--- src/hdl/scr_defines.svh ---
/*
 * Offsets, field positions, reset values and timing counts of the
 * configuration and identification register group.
 * Assumes the includer runs on a 40 MHz core clock.
 */
`ifndef SCR_DEFINES_SVH
`define SCR_DEFINES_SVH

// Register offsets on the serial port (15-bit address)
`define SCR_ADDR_IFCFG     15'h0000
`define SCR_ADDR_PWR       15'h0002
`define SCR_ADDR_CLASS     15'h0003
`define SCR_ADDR_PART_LO   15'h0004
`define SCR_ADDR_PART_HI   15'h0005
`define SCR_ADDR_MAKER_LO  15'h000C
`define SCR_ADDR_MAKER_HI  15'h000D
`define SCR_ADDR_STREAM    15'h0010

// Field positions
`define SCR_SRST_BIT       7
`define SCR_ASCEND_BIT     5
`define SCR_SDO_BIT        4
`define SCR_HOLD_BIT       0
`define SCR_MODE_MSB       1
`define SCR_MODE_PDN       2'h3

// Reset values
`define SCR_RST_IFCFG      8'h30
`define SCR_RST_PWR        8'h00
`define SCR_RST_CLASS_HI   4'h0
`define SCR_RST_STREAM     8'h00

// Serial frame layout
`define SCR_INSTR_LAST     4'hF
`define SCR_BYTE_LAST      4'h7

// Soft reset timing
`define SCR_CLK_PERIOD_PS  25000
`define SCR_SRST_TIME_NS   750
`define SCR_SRST_CYC       ((`SCR_SRST_TIME_NS * 1000) / `SCR_CLK_PERIOD_PS)
`define SCR_SRST_PIPE      2
`define SCR_SRST_HOLD      (`SCR_SRST_CYC - `SCR_SRST_PIPE)

`endif

--- src/hdl/scr_pkg.sv ---
/*
 * Types of the configuration and identification register group.
 * Assumes scr_defines.svh is compiled alongside for the numbers.
 */
package scr_pkg;

   typedef enum logic [1:0] {
      ST_BLOCK,
      ST_INSTR,
      ST_DATA
   } scr_phase_t;

   typedef struct packed {
      logic [7:0] ifcfg;
      logic [7:0] pwr;
      logic [3:0] class_hi;
      logic [7:0] stream;
   } scr_regs_t;

   typedef struct packed {
      logic       sclk_s1;
      logic       sclk_s2;
      logic       sclk_d;
      logic       cs_b_s1;
      logic       cs_b_s2;
      logic       sdi_s1;
      logic       sdi_s2;
      scr_phase_t phase;
      logic [3:0] bitcnt;
      logic [15:0] shreg;
      logic [14:0] addr;
      logic       rd;
      logic [7:0] tx;
      logic       sdo;
      logic       srst_go;
      logic       pdn;
      scr_regs_t  regs;
   } scr_state_t;

   typedef struct packed {
      logic [7:0] count;
      logic       busy;
   } scr_srst_t;

endpackage

--- src/hdl/scr_soft_reset.sv ---
/*
 * Soft reset sequencer: a start pulse raises busy for a fixed hold time.
 * Assumes a synchronous-released active-low reset and a one-cycle start.
 */
`timescale 1ns/1ps
`include "scr_defines.svh"

module scr_soft_reset
   import scr_pkg::*;
(
   input  wire logic core_clk,    // Core clock
   input  wire logic rst_sync_b,  // Released reset, active low
   input  wire logic start,       // One-cycle request
   output logic      busy         // Chip held in reset
);

   localparam logic [7:0] HOLD = 8'(`SCR_SRST_HOLD);

   scr_srst_t s_r;
   scr_srst_t s_nxt;

   always_comb begin
      s_nxt = s_r;
      if (start) begin
         s_nxt.busy  = 1'b1;
         s_nxt.count = HOLD - 8'h01;
      end else if (s_r.busy) begin
         if (s_r.count == 8'h00) begin
            s_nxt.busy = 1'b0;
         end else begin
            s_nxt.count = s_r.count - 8'h01;
         end
      end
   end

   always_ff @(posedge core_clk or negedge rst_sync_b) begin
      if (!rst_sync_b) begin
         s_r <= '0;
      end else begin
         s_r <= s_nxt;
      end
   end

   assign busy = s_r.busy;

endmodule

--- src/hdl/scr_top.sv ---
/*
 * Configuration and identification register group behind a four-wire
 * serial port: frame select, serial clock, serial in, dedicated serial out.
 * Assumes the serial pins are asynchronous to the 40 MHz core clock and
 * the serial clock is well below a quarter of the core clock.
 */
`timescale 1ns/1ps
`include "scr_defines.svh"

module scr_top
   import scr_pkg::*;
#(
   parameter logic [3:0]  CLASS_CODE = 4'hA,    // Arbitrary value
   parameter logic [15:0] PART_CODE  = 16'h5A5A, // Arbitrary value
   parameter logic [15:0] MAKER_CODE = 16'hC3C3  // Arbitrary value
) (
   input  wire logic       core_clk,    // Core clock, 40 MHz
   input  wire logic       rst_b,       // Power-up reset, active low
   input  wire logic       spi_cs_b,    // Frame select, active low
   input  wire logic       spi_sclk,    // Serial clock
   input  wire logic       spi_sdi,     // Serial data in
   output logic            spi_sdo,     // Dedicated serial data out
   output logic [1:0]      op_mode,     // Operating mode field
   output logic            power_down,  // Power down selected
   output logic            chip_reset   // Soft reset in progress
);

   logic [1:0] rst_q;
   logic       rst_sync_b;
   logic       srst_busy;
   scr_state_t s_r;
   scr_state_t s_nxt;

   always_ff @(posedge core_clk or negedge rst_b) begin
      if (!rst_b) begin
         rst_q <= 2'h0;
      end else begin
         rst_q <= {rst_q[0], 1'b1};
      end
   end
   assign rst_sync_b = rst_q[1];

   scr_soft_reset u_srst (
      .core_clk   (core_clk),
      .rst_sync_b (rst_sync_b),
      .start      (s_r.srst_go),
      .busy       (srst_busy)
   );

   function automatic scr_regs_t regs_default();
      scr_regs_t r;
      r.ifcfg    = `SCR_RST_IFCFG;
      r.pwr      = `SCR_RST_PWR;
      r.class_hi = `SCR_RST_CLASS_HI;
      r.stream   = `SCR_RST_STREAM;
      return r;
   endfunction

   function automatic logic [7:0] read_byte(input scr_regs_t r, input logic [14:0] a,
                                            input logic busy);
      logic [7:0] d;
      d = 8'h00;
      case (a)
         `SCR_ADDR_IFCFG: begin
            d = r.ifcfg;
            d[`SCR_SRST_BIT] = busy;
            d[`SCR_SDO_BIT]  = 1'b1;
         end
         `SCR_ADDR_PWR:      d = r.pwr;
         `SCR_ADDR_CLASS:    d = {r.class_hi, CLASS_CODE};
         `SCR_ADDR_PART_LO:  d = PART_CODE[7:0];
         `SCR_ADDR_PART_HI:  d = PART_CODE[15:8];
         `SCR_ADDR_MAKER_LO: d = MAKER_CODE[7:0];
         `SCR_ADDR_MAKER_HI: d = MAKER_CODE[15:8];
         `SCR_ADDR_STREAM:   d = r.stream;
         default:            d = 8'h00;
      endcase
      return d;
   endfunction

   function automatic logic [14:0] step_addr(input scr_regs_t r, input logic [14:0] a);
      logic [14:0] n;
      n = a;
      if (r.stream[`SCR_HOLD_BIT]) begin
         n = a;
      end else if (r.ifcfg[`SCR_ASCEND_BIT]) begin
         n = 15'(a + 15'h0001);
      end else begin
         n = 15'(a - 15'h0001);
      end
      return n;
   endfunction

   always_comb begin
      logic       rise;
      logic       fall;
      logic [15:0] sh;
      logic [7:0] wb;
      logic [14:0] na;
      rise = 1'b0;
      fall = 1'b0;
      sh   = 16'h0000;
      wb   = 8'h00;
      na   = 15'h0000;

      s_nxt         = s_r;
      s_nxt.srst_go = 1'b0;
      s_nxt.sclk_s1 = spi_sclk;
      s_nxt.sclk_s2 = s_r.sclk_s1;
      s_nxt.sclk_d  = s_r.sclk_s2;
      s_nxt.cs_b_s1 = spi_cs_b;
      s_nxt.cs_b_s2 = s_r.cs_b_s1;
      s_nxt.sdi_s1  = spi_sdi;
      s_nxt.sdi_s2  = s_r.sdi_s1;

      rise = s_r.sclk_s2 & ~s_r.sclk_d;
      fall = ~s_r.sclk_s2 & s_r.sclk_d;
      sh   = {s_r.shreg[14:0], s_r.sdi_s2};

      if (s_r.cs_b_s2) begin
         s_nxt.phase  = ST_INSTR;
         s_nxt.bitcnt = 4'h0;
         s_nxt.sdo    = 1'b0;
      end else begin
         case (s_r.phase)
            ST_INSTR: begin
               if (rise) begin
                  s_nxt.shreg = sh;
                  if (s_r.bitcnt == `SCR_INSTR_LAST) begin
                     s_nxt.rd     = sh[15];
                     s_nxt.addr   = sh[14:0];
                     s_nxt.phase  = ST_DATA;
                     s_nxt.bitcnt = 4'h0;
                     s_nxt.tx     = read_byte(s_r.regs, sh[14:0], srst_busy);
                  end else begin
                     s_nxt.bitcnt = 4'(s_r.bitcnt + 4'h1);
                  end
               end
            end
            ST_DATA: begin
               if (rise) begin
                  s_nxt.shreg = sh;
                  if (s_r.bitcnt == `SCR_BYTE_LAST) begin
                     wb = sh[7:0];
                     na = step_addr(s_r.regs, s_r.addr);
                     s_nxt.bitcnt = 4'h0;
                     s_nxt.addr   = na;
                     if (s_r.rd) begin
                        s_nxt.tx = read_byte(s_r.regs, na, srst_busy);
                     end else begin
                        case (s_r.addr)
                           `SCR_ADDR_IFCFG: begin
                              s_nxt.regs.ifcfg = wb;
                              s_nxt.regs.ifcfg[`SCR_SRST_BIT] = 1'b0;
                              s_nxt.regs.ifcfg[`SCR_SDO_BIT]  = 1'b1;
                              s_nxt.srst_go = wb[`SCR_SRST_BIT];
                           end
                           `SCR_ADDR_PWR:    s_nxt.regs.pwr      = wb;
                           `SCR_ADDR_CLASS:  s_nxt.regs.class_hi = wb[7:4];
                           `SCR_ADDR_STREAM: s_nxt.regs.stream   = wb;
                           default:          s_nxt.regs          = s_r.regs;
                        endcase
                     end
                  end else begin
                     s_nxt.bitcnt = 4'(s_r.bitcnt + 4'h1);
                  end
               end
               if (fall && s_r.rd) begin
                  s_nxt.sdo = s_r.tx[7];
                  s_nxt.tx  = {s_r.tx[6:0], 1'b0};
               end
            end
            ST_BLOCK: begin
               s_nxt.sdo = 1'b0;
            end
            default: begin
               s_nxt.phase = ST_BLOCK;
            end
         endcase
      end

      // Whole register set held at defaults; open frame abandoned
      if (srst_busy) begin
         s_nxt.regs   = regs_default();
         s_nxt.phase  = ST_BLOCK;
         s_nxt.bitcnt = 4'h0;
         s_nxt.sdo    = 1'b0;
         s_nxt.rd     = 1'b0;
      end

      s_nxt.pdn = (s_nxt.regs.pwr[`SCR_MODE_MSB:0] == `SCR_MODE_PDN);
   end

   always_ff @(posedge core_clk or negedge rst_sync_b) begin
      if (!rst_sync_b) begin
         s_r          <= '0;
         s_r.sclk_s1  <= 1'b0;
         s_r.cs_b_s1  <= 1'b1;
         s_r.cs_b_s2  <= 1'b1;
         s_r.phase    <= ST_BLOCK;
         s_r.regs.ifcfg    <= `SCR_RST_IFCFG;
         s_r.regs.pwr      <= `SCR_RST_PWR;
         s_r.regs.class_hi <= `SCR_RST_CLASS_HI;
         s_r.regs.stream   <= `SCR_RST_STREAM;
      end else begin
         s_r <= s_nxt;
      end
   end

   assign spi_sdo    = s_r.sdo;
   assign op_mode    = s_r.regs.pwr[`SCR_MODE_MSB:0];
   assign power_down = s_r.pdn;
   assign chip_reset = srst_busy;

endmodule

--- config.mk ---
export PLATFORM = sky130hd
export DESIGN_NAME = scr_top
export DESIGN_NICKNAME = d
export VERILOG_FILES = /design/src/hdl/scr_pkg.sv /design/src/hdl/scr_soft_reset.sv /design/src/hdl/scr_top.sv
export VERILOG_INCLUDE_DIRS = /design/src /design/src/hdl
export SDC_FILE = /design/constraint.sdc
export NUM_CORES = 1
export LEC_CHECK = 0
export ABC_AREA = 0
export BUFFER_PORTS_ARGS = -buffer_cell sky130_fd_sc_hd__buf_2
export CAP_MARGIN = 0
export CORE_MARGIN = 2
export CORE_UTILIZATION = 45
export CTS_BUF_LIST = sky130_fd_sc_hd__clkbuf_8
export CTS_CLUSTER_SIZE = 40
export DETAILED_ROUTE_END_ITERATION = 8
export SYNTH_ARGS = -nofsm -noshare
export SYNTH_HDL_FRONTEND = slang
export SYNTH_SLANG_ARGS = --single-unit
--- constraint.sdc ---
create_clock -name core_clk -period 8.55 [get_ports core_clk]
set_input_delay 2.1375 -clock core_clk [delete_from_list [all_inputs] [get_ports core_clk]]
set_output_delay 2.1375 -clock core_clk [all_outputs]
set_load 0.005 [all_outputs]
# Word-level counts from Yosys, hierarchy flattened
# Index checks and enable logic that the tools add are counted.
[word_totals]
inputBits = 5
wordCells = 156
mem_bits_rw = 0
latch_bits = 0
regBits = 93
out_inout_bits = 5
memories = 0
mem_bits_ro = 0
[op_classes]
n_eq_ne = 37
multipliers = 0
shifts = 0
n_mux = 50
div_mod_pow = 0
n_addsub = 4
n_reduce_logical = 36
n_bitwise = 5
magnitude_cmp = 0
[op_table]
columns = ["operator", "count"]
rows = [
  ["2-to-1 mux 27 bit", 6],
  ["2-to-1 mux 15 bit", 7],
  ["case mux 8 bit (6 select lines)", 2],
  ["== test 15 x 2 -> 1 bit, second input constant", 6],
  ["case mux 35 bit (2 select lines)", 1],
  ["== test 15 x 3 -> 1 bit, second input constant", 4],
  ["== test 15 x 4 -> 1 bit, second input constant", 4],
  ["2-to-1 mux 8 bit", 6],
  ["2-to-1 mux 46 bit", 1],
  ["== test 15 x 5 -> 1 bit, second input constant", 3],
  ["zero test 15 bit", 3],
  ["2-to-1 mux 9 bit", 4],
  ["2-to-1 mux 35 bit", 1],
  ["AND reduction 6 bit", 5],
  ["2-to-1 mux 24 bit", 1],
  ["nonzero test 2 bit", 11],
  ["inequality test 4 x 3 -> 1 bit, second input constant", 4],
  ["case mux 8 bit (2 select lines)", 1],
  ["adder 15 x 1 -> 15 bit, second input constant", 1],
  ["subtractor 15 x 1 -> 15 bit, second input constant", 1],
  ["2-to-1 mux 4 bit", 3],
  ["2-to-1 mux 6 bit", 2],
  ["2-to-1 mux 1 bit", 11],
  ["inequality test 2 bit, second input constant", 5],
  ["other kinds (24)", 39],
]

# Longest topological paths before layout
[logic_depth]
word_depth = 17
ltp_mapped = 11
depth_no_buf = 10

# Hierarchy
# A second synthesis with hierarchy kept.
[unflattened]
cells_unflattened = 653
area_unflattened_um2 = 5824.3
[modules_own_cells]
columns = ["module", "instances", "seq_area_each_um2", "area_per_inst_um2", "cells_per_inst"]
rows = [
  ["scr_top", 1, 2080.7, 5335.1, 604],
  ["scr_soft_reset", 1, 225.2, 489.2, 49],
]

# Worst setup path after synthesis
# OpenSTA, ideal clock, no wires.
[synth_path]
path_type = "register -> register"
from = "register s_r[25] in the netlist's numbering"
to = "register s_r[34] in the netlist's numbering"
t_arrival_ns = 3.161
setup_slack_ns = 5.297
t_required_ns = 8.458
synth_period_minus_slack_ns = 3.253
stages_incl_launch_ff = 11
n_path_buf = 1
setup_ns = 0.092
path_cell_list = "dfstp_2 inv_1 fa_1 a21oi_1 mux2i_1 nand2_2 or4_4 buf_6 a311oi_4 nand2_2 o31ai_2"
[synth_via]
elab_chain_cells = 14
elab_cells_between_ends = 22
cone_classes = "eq/ne: 7; mux: 12; reduce/logical: 3"
[synth_lines]
columns = ["item", "line", "text"]
rows = [
  ["from (decl)", "scr_top.sv:31", "scr_state_t s_r;"],
  ["from (signal assigned)", "scr_top.sv:206", "s_r <= s_nxt;"],
  ["2-to-1 mux 15 bit (*)", "scr_top.sv:86", "end else if (r.ifcfg[`SCR_ASCEND_BIT]) begin"],
  ["2-to-1 mux 15 bit (*)", "scr_top.sv:84", "if (r.stream[`SCR_HOLD_BIT]) begin"],
  ["2-to-1 mux 15 bit (*)", "scr_top.sv:143", "if (s_r.bitcnt == `SCR_BYTE_LAST) begin"],
  ["2-to-1 mux 15 bit (*)", "scr_top.sv:141", "if (rise) begin"],
  ["2-to-1 mux 15 bit (*)", "scr_top.sv:125", "case (s_r.phase)"],
  ["2-to-1 mux 15 bit (*)", "scr_top.sv:120", "if (s_r.cs_b_s2) begin"],
  ["== test 15 x 4 -> 1 bit / == test 15 x 3 -> 1 bit (equally long branches)", "scr_top.sv:63", "case (a)"],
  ["OR reduction 2 bit (no source line)", "n/a", ""],
  ["case mux 8 bit (6 select lines) (*)", "scr_top.sv:63", ""],
  ["2-to-1 mux 8 bit (*)", "scr_top.sv:148", "if (s_r.rd) begin"],
  ["2-to-1 mux 8 bit (*)", "scr_top.sv:143", ""],
  ["2-to-1 mux 8 bit (*)", "scr_top.sv:141", ""],
  ["2-to-1 mux 9 bit (*)", "scr_top.sv:168", "if (fall && s_r.rd) begin"],
  ["case mux 8 bit (2 select lines) (*)", "scr_top.sv:125", ""],
]
# Every way passes the cells marked *; elsewhere a longest branch is shown, timed or not. The select of a mux whose other input is x is not followed.
# A chain may end at the register's enable or synchronous reset.

# Worst setup path in the final report
[layout_path]
from = "register s_r[25] in the netlist's numbering"
to = "register s_r[32] in the netlist's numbering"
# The elaborated chain is that of the path after synthesis.

==> key figures <==
Status
  – Status: finished, final reports clean

Global routing
  – Gr ovfl total: 0
  – Vias in the first global route: approximately 4800
  – Total GRT Usage: around a quarter
  – Busiest layer in global routing: met2
  – Initial antenna violation count: 0
  – First-pass GRT wire length: between 20000 and 30000 µm
  – Pin count of the biggest net entering global routing: between 60 and 70
  – Grt met1 use: a little over a third
  – GRT met3 Usage: under 10%
  – Met2 Use GR: approximately 35%

Yosys
  – Async SR Flop Fraction: 100.0%
  – Mapped Nets: just under 700
  – FF+latch count, synth: between 90 and 100
  – EDFF count, synth: 0
  – Top_reg_cell synth: dfrtp_1
  – Syn. warnings: 0
  – Register area share after synthesis: around 39%
  – Avg Inst Size Synth: ~9 µm²
  – Synthesized instance count: ~660
  – Yosys cell types: 80
  – Synth Cell Area: a little under 0.006 mm²

Worst setup path
  – R2R Path Start: s_r[25]
  – CP Capture Type: register
  – Crit path max fanout: 19
  – Required @ worst endpoint: between 8 and 9 ns
  – CP Class: register to register
  – Reg2Reg Depth: 10
  – Worst setup startpoint: s_r[25]
  – Critical path arrival: about 4.1 ns
  – CP Launch Type: register
  – Reg-to-reg endpoint: s_r[32]
  – Crit path to: s_r[32]
  – R2R Setup Slk: between 4 and 5 ns

CTS
  – CTS root buffer: clkbuf_8
  – Post-CTS sizing: 0
  – Clock slew at reported path FFs: ~0.11 ns
  – Total CTS buffers: 9
  – CTS Hold Bufs: 0
  – Htree depth: 3
  – Worst skew pair latency: 0.38 ns
  – Postcts setup bufs: 0
  – CTS Buffer Depth: 2
  – # clock sinks: between 90 and 100
  – CTS tree: done

Job
  – Max_cap viols: 0

Detailed routing
  – TritonRoute pass-1 iters: 5
  – Total number of vias: approximately 5000
  – Routed Antenna Nets: 0
  – Residual DRC: 0
  – DRT Wirelength: roughly 16000 µm
  – Vias per std cell: 6.041
  – Avg WL per Cell: ~19 µm
  – Iter 0 DRT Violations: just over 400

STA
  – TNS Setup: 0 ns
  – RSZ-0062 raised after global routing: false
  – Slew margin rel.: between 10% and 20%
  – Final setup violation count: 0
  – Final Hold Fails: 0
  – Final Max Tran Viols: 0
  – Fin crit period: between 3 and 4 ns
  – Final period utilization: between 40% and 50%
  – Final Skew: a little under 0.02 ns
  – Fmax: approximately 260 MHz
  – Worst slew pin tran: approximately 1.2 ns

Floorplanning
  – Die Wd: roughly 120 µm
  – Core Region: around 0.013 mm²
  – Rows: between 40 and 50
  – Top-Level Pins: 10
  – Initial Util: between 40 and 50%
  – Chip height: ~120 µm
  – Die ar.: about 0.014 mm²

Placement
  – Buffers added on ports: 9
  – Placer congestion estimate: between 0.9 and 1
  – Detail Placement HPWL: 11200 µm
  – Placed inst area: 0.006047 mm²

Final layout
  – Antenna cells: 0
  – Most common cell after layout, fill and taps aside: dfrtp_1
  – # nets final: approximately 670
  – Design Area, Final: between 0.006 and 0.007 mm²
  – Area grow syn2layout: 4.740%
  – Layout cell share with drive strength beyond 1: 12.79%
  – Commonest non-fill, non-tap cells in the layout: dfrtp_1 (88), nor2_1 (66), nand2_1 (61), a21oi_1 (56)

Power and ir drop
  – Leak pwr: approximately 2.6 nW
  – Max VDD drop: 132.7 µV
  – Total chip power: about 1.7 mW
  – PwrDens: roughly 280 mW/mm²

Hold path
  – Worst Hold Class: register to asynchronous set/reset pin
[cell families (layout without fill, tap and decap cells)]
kind of cell	after synthesis	after routing	share of synthesized area (%)
compound gates	172	172	19.21
xor+xnor	16	16	2.359
fa+ha+maj	20	20	4.340
buf+inv	58	49	4.529
flops	92	92	38.82
mux	56	56	10.05
other cells	1	1	0.06314
simple gates	243	243	20.62
[cell usage after synthesis (3+ instances only)]
library cell   n  area share (%)
a211o_1        3            0.44
a211oi_1       5            0.63
a21o_1         6            0.76
a21oi_1       56             4.7
a222oi_1       3            0.51
a22oi_1        3            0.38
a31oi_1        6            0.63
and2_1        10             1.1
buf_1          4            0.25
buf_2          7            0.59
buf_6          3            0.57
clkbuf_1      22             1.4
dfrtp_1       89              37
dfstp_2        3             1.3
ha_1          19             4.0
inv_1         18             1.1
mux2_2        29             5.5
mux2i_1       27             4.6
nand2_1       61             3.9
nand2b_1       9            0.95
nand3_1       18             1.5
nand4_1        9            0.95
nor2_1        66             4.2
nor2b_1        7            0.74
nor3_1        15             1.3
nor3b_1        7            0.88
nor4_1        15             1.6
o2111ai_1      3            0.44
o211ai_1       5            0.63
o21ai_0       29             2.4
o21ai_1        6            0.51
o22ai_1       14             1.5
o31ai_1        3            0.38
o31ai_2        3            0.63
or3_1          7            0.74
xnor2_1       10             1.5
xor2_1         6            0.88
[sequential cells by signal, summed over array words and instances (netlist names)]
register / cells
power_down: 1
spi_sdo: 1
s_r: 73
s_nxt: 4
rst_q: 2
u_srst.s_r: 8
op_mode: 2
u_srst.busy: 1
[cell type report]
cell class / instances / area [µm²]
timing repair buffer: 15 / 90.09
fill: 1227 / 6553
sequential: 92 / 2310
inverter: 18 / 67.56
clock buffer: 9 / 123.9
multi-input combinational: 508 / 3364
clock inverter: 7 / 50.05
tap: 172 / 215.2
[critical path, stage by stage (launching register included)]
cell,delay [ns]
dfstp_2,0.60
inv_1,0.32
ha_1,0.53
a21oi_1,0.30
o21ai_0,0.18
a31oi_1,0.46
nor3b_1,0.11
a211o_1,0.32
nor4_4,0.42
nand4_1,0.19
o31ai_1,0.28
[how the worst min path moves through the flow]
stage	from	endpoint	slack [ns]	cells past startpoint
3_3_place_gp	rst_q[1]	s_r[23]	0.27	0
6_report	rst_q[1]	s_r[26]	0.27	0
3_5_place_dp	rst_q[1]	s_r[2]	0.28	0
4_1_cts	rst_q[1]	s_r[23]	0.29	0
5_1_grt	rst_q[1]	s_r[23]	0.31	0
2_1_floorplan	rst_q[0]	rst_q[1]	0.33	0
[where the power goes]
group	internal [mW]	switching, mW
clock	0.108	0.169
combinational	0.325	0.513
sequential	0.494	0.120
total	0.927	0.803
[routing by layer]
| layer | routed length [µm] | share of wire, % |
|---|---|---|
| met3 | 935 | 5.9 |
| met2 | 6965 | 44 |
| met1 | 7628 | 48 |
| met4 | 331 | 2.1 |
| met5 | 0 | 0 |
[stage by stage]
| stage | hold slack [ns] | util (%) | std cells | setup slack, ns |
|---|---|---|---|---|
| after detailed placement | 0.2763 | 47.34 | 805 | 4.754 |
| after global routing | 0.3083 | 48.70 | 821 | 4.325 |
| final | 0.2668 | 48.70 | 821 | 4.718 |
| after CTS | 0.2886 | 48.70 | 821 | 4.739 |
| after floorplan | 0.3312 | - | 658 | 5.297 |
| after global placement | 0.2652 | 47.34 | 805 | 4.832 |
No activity file was read; power rests on OpenSTA's default activity.
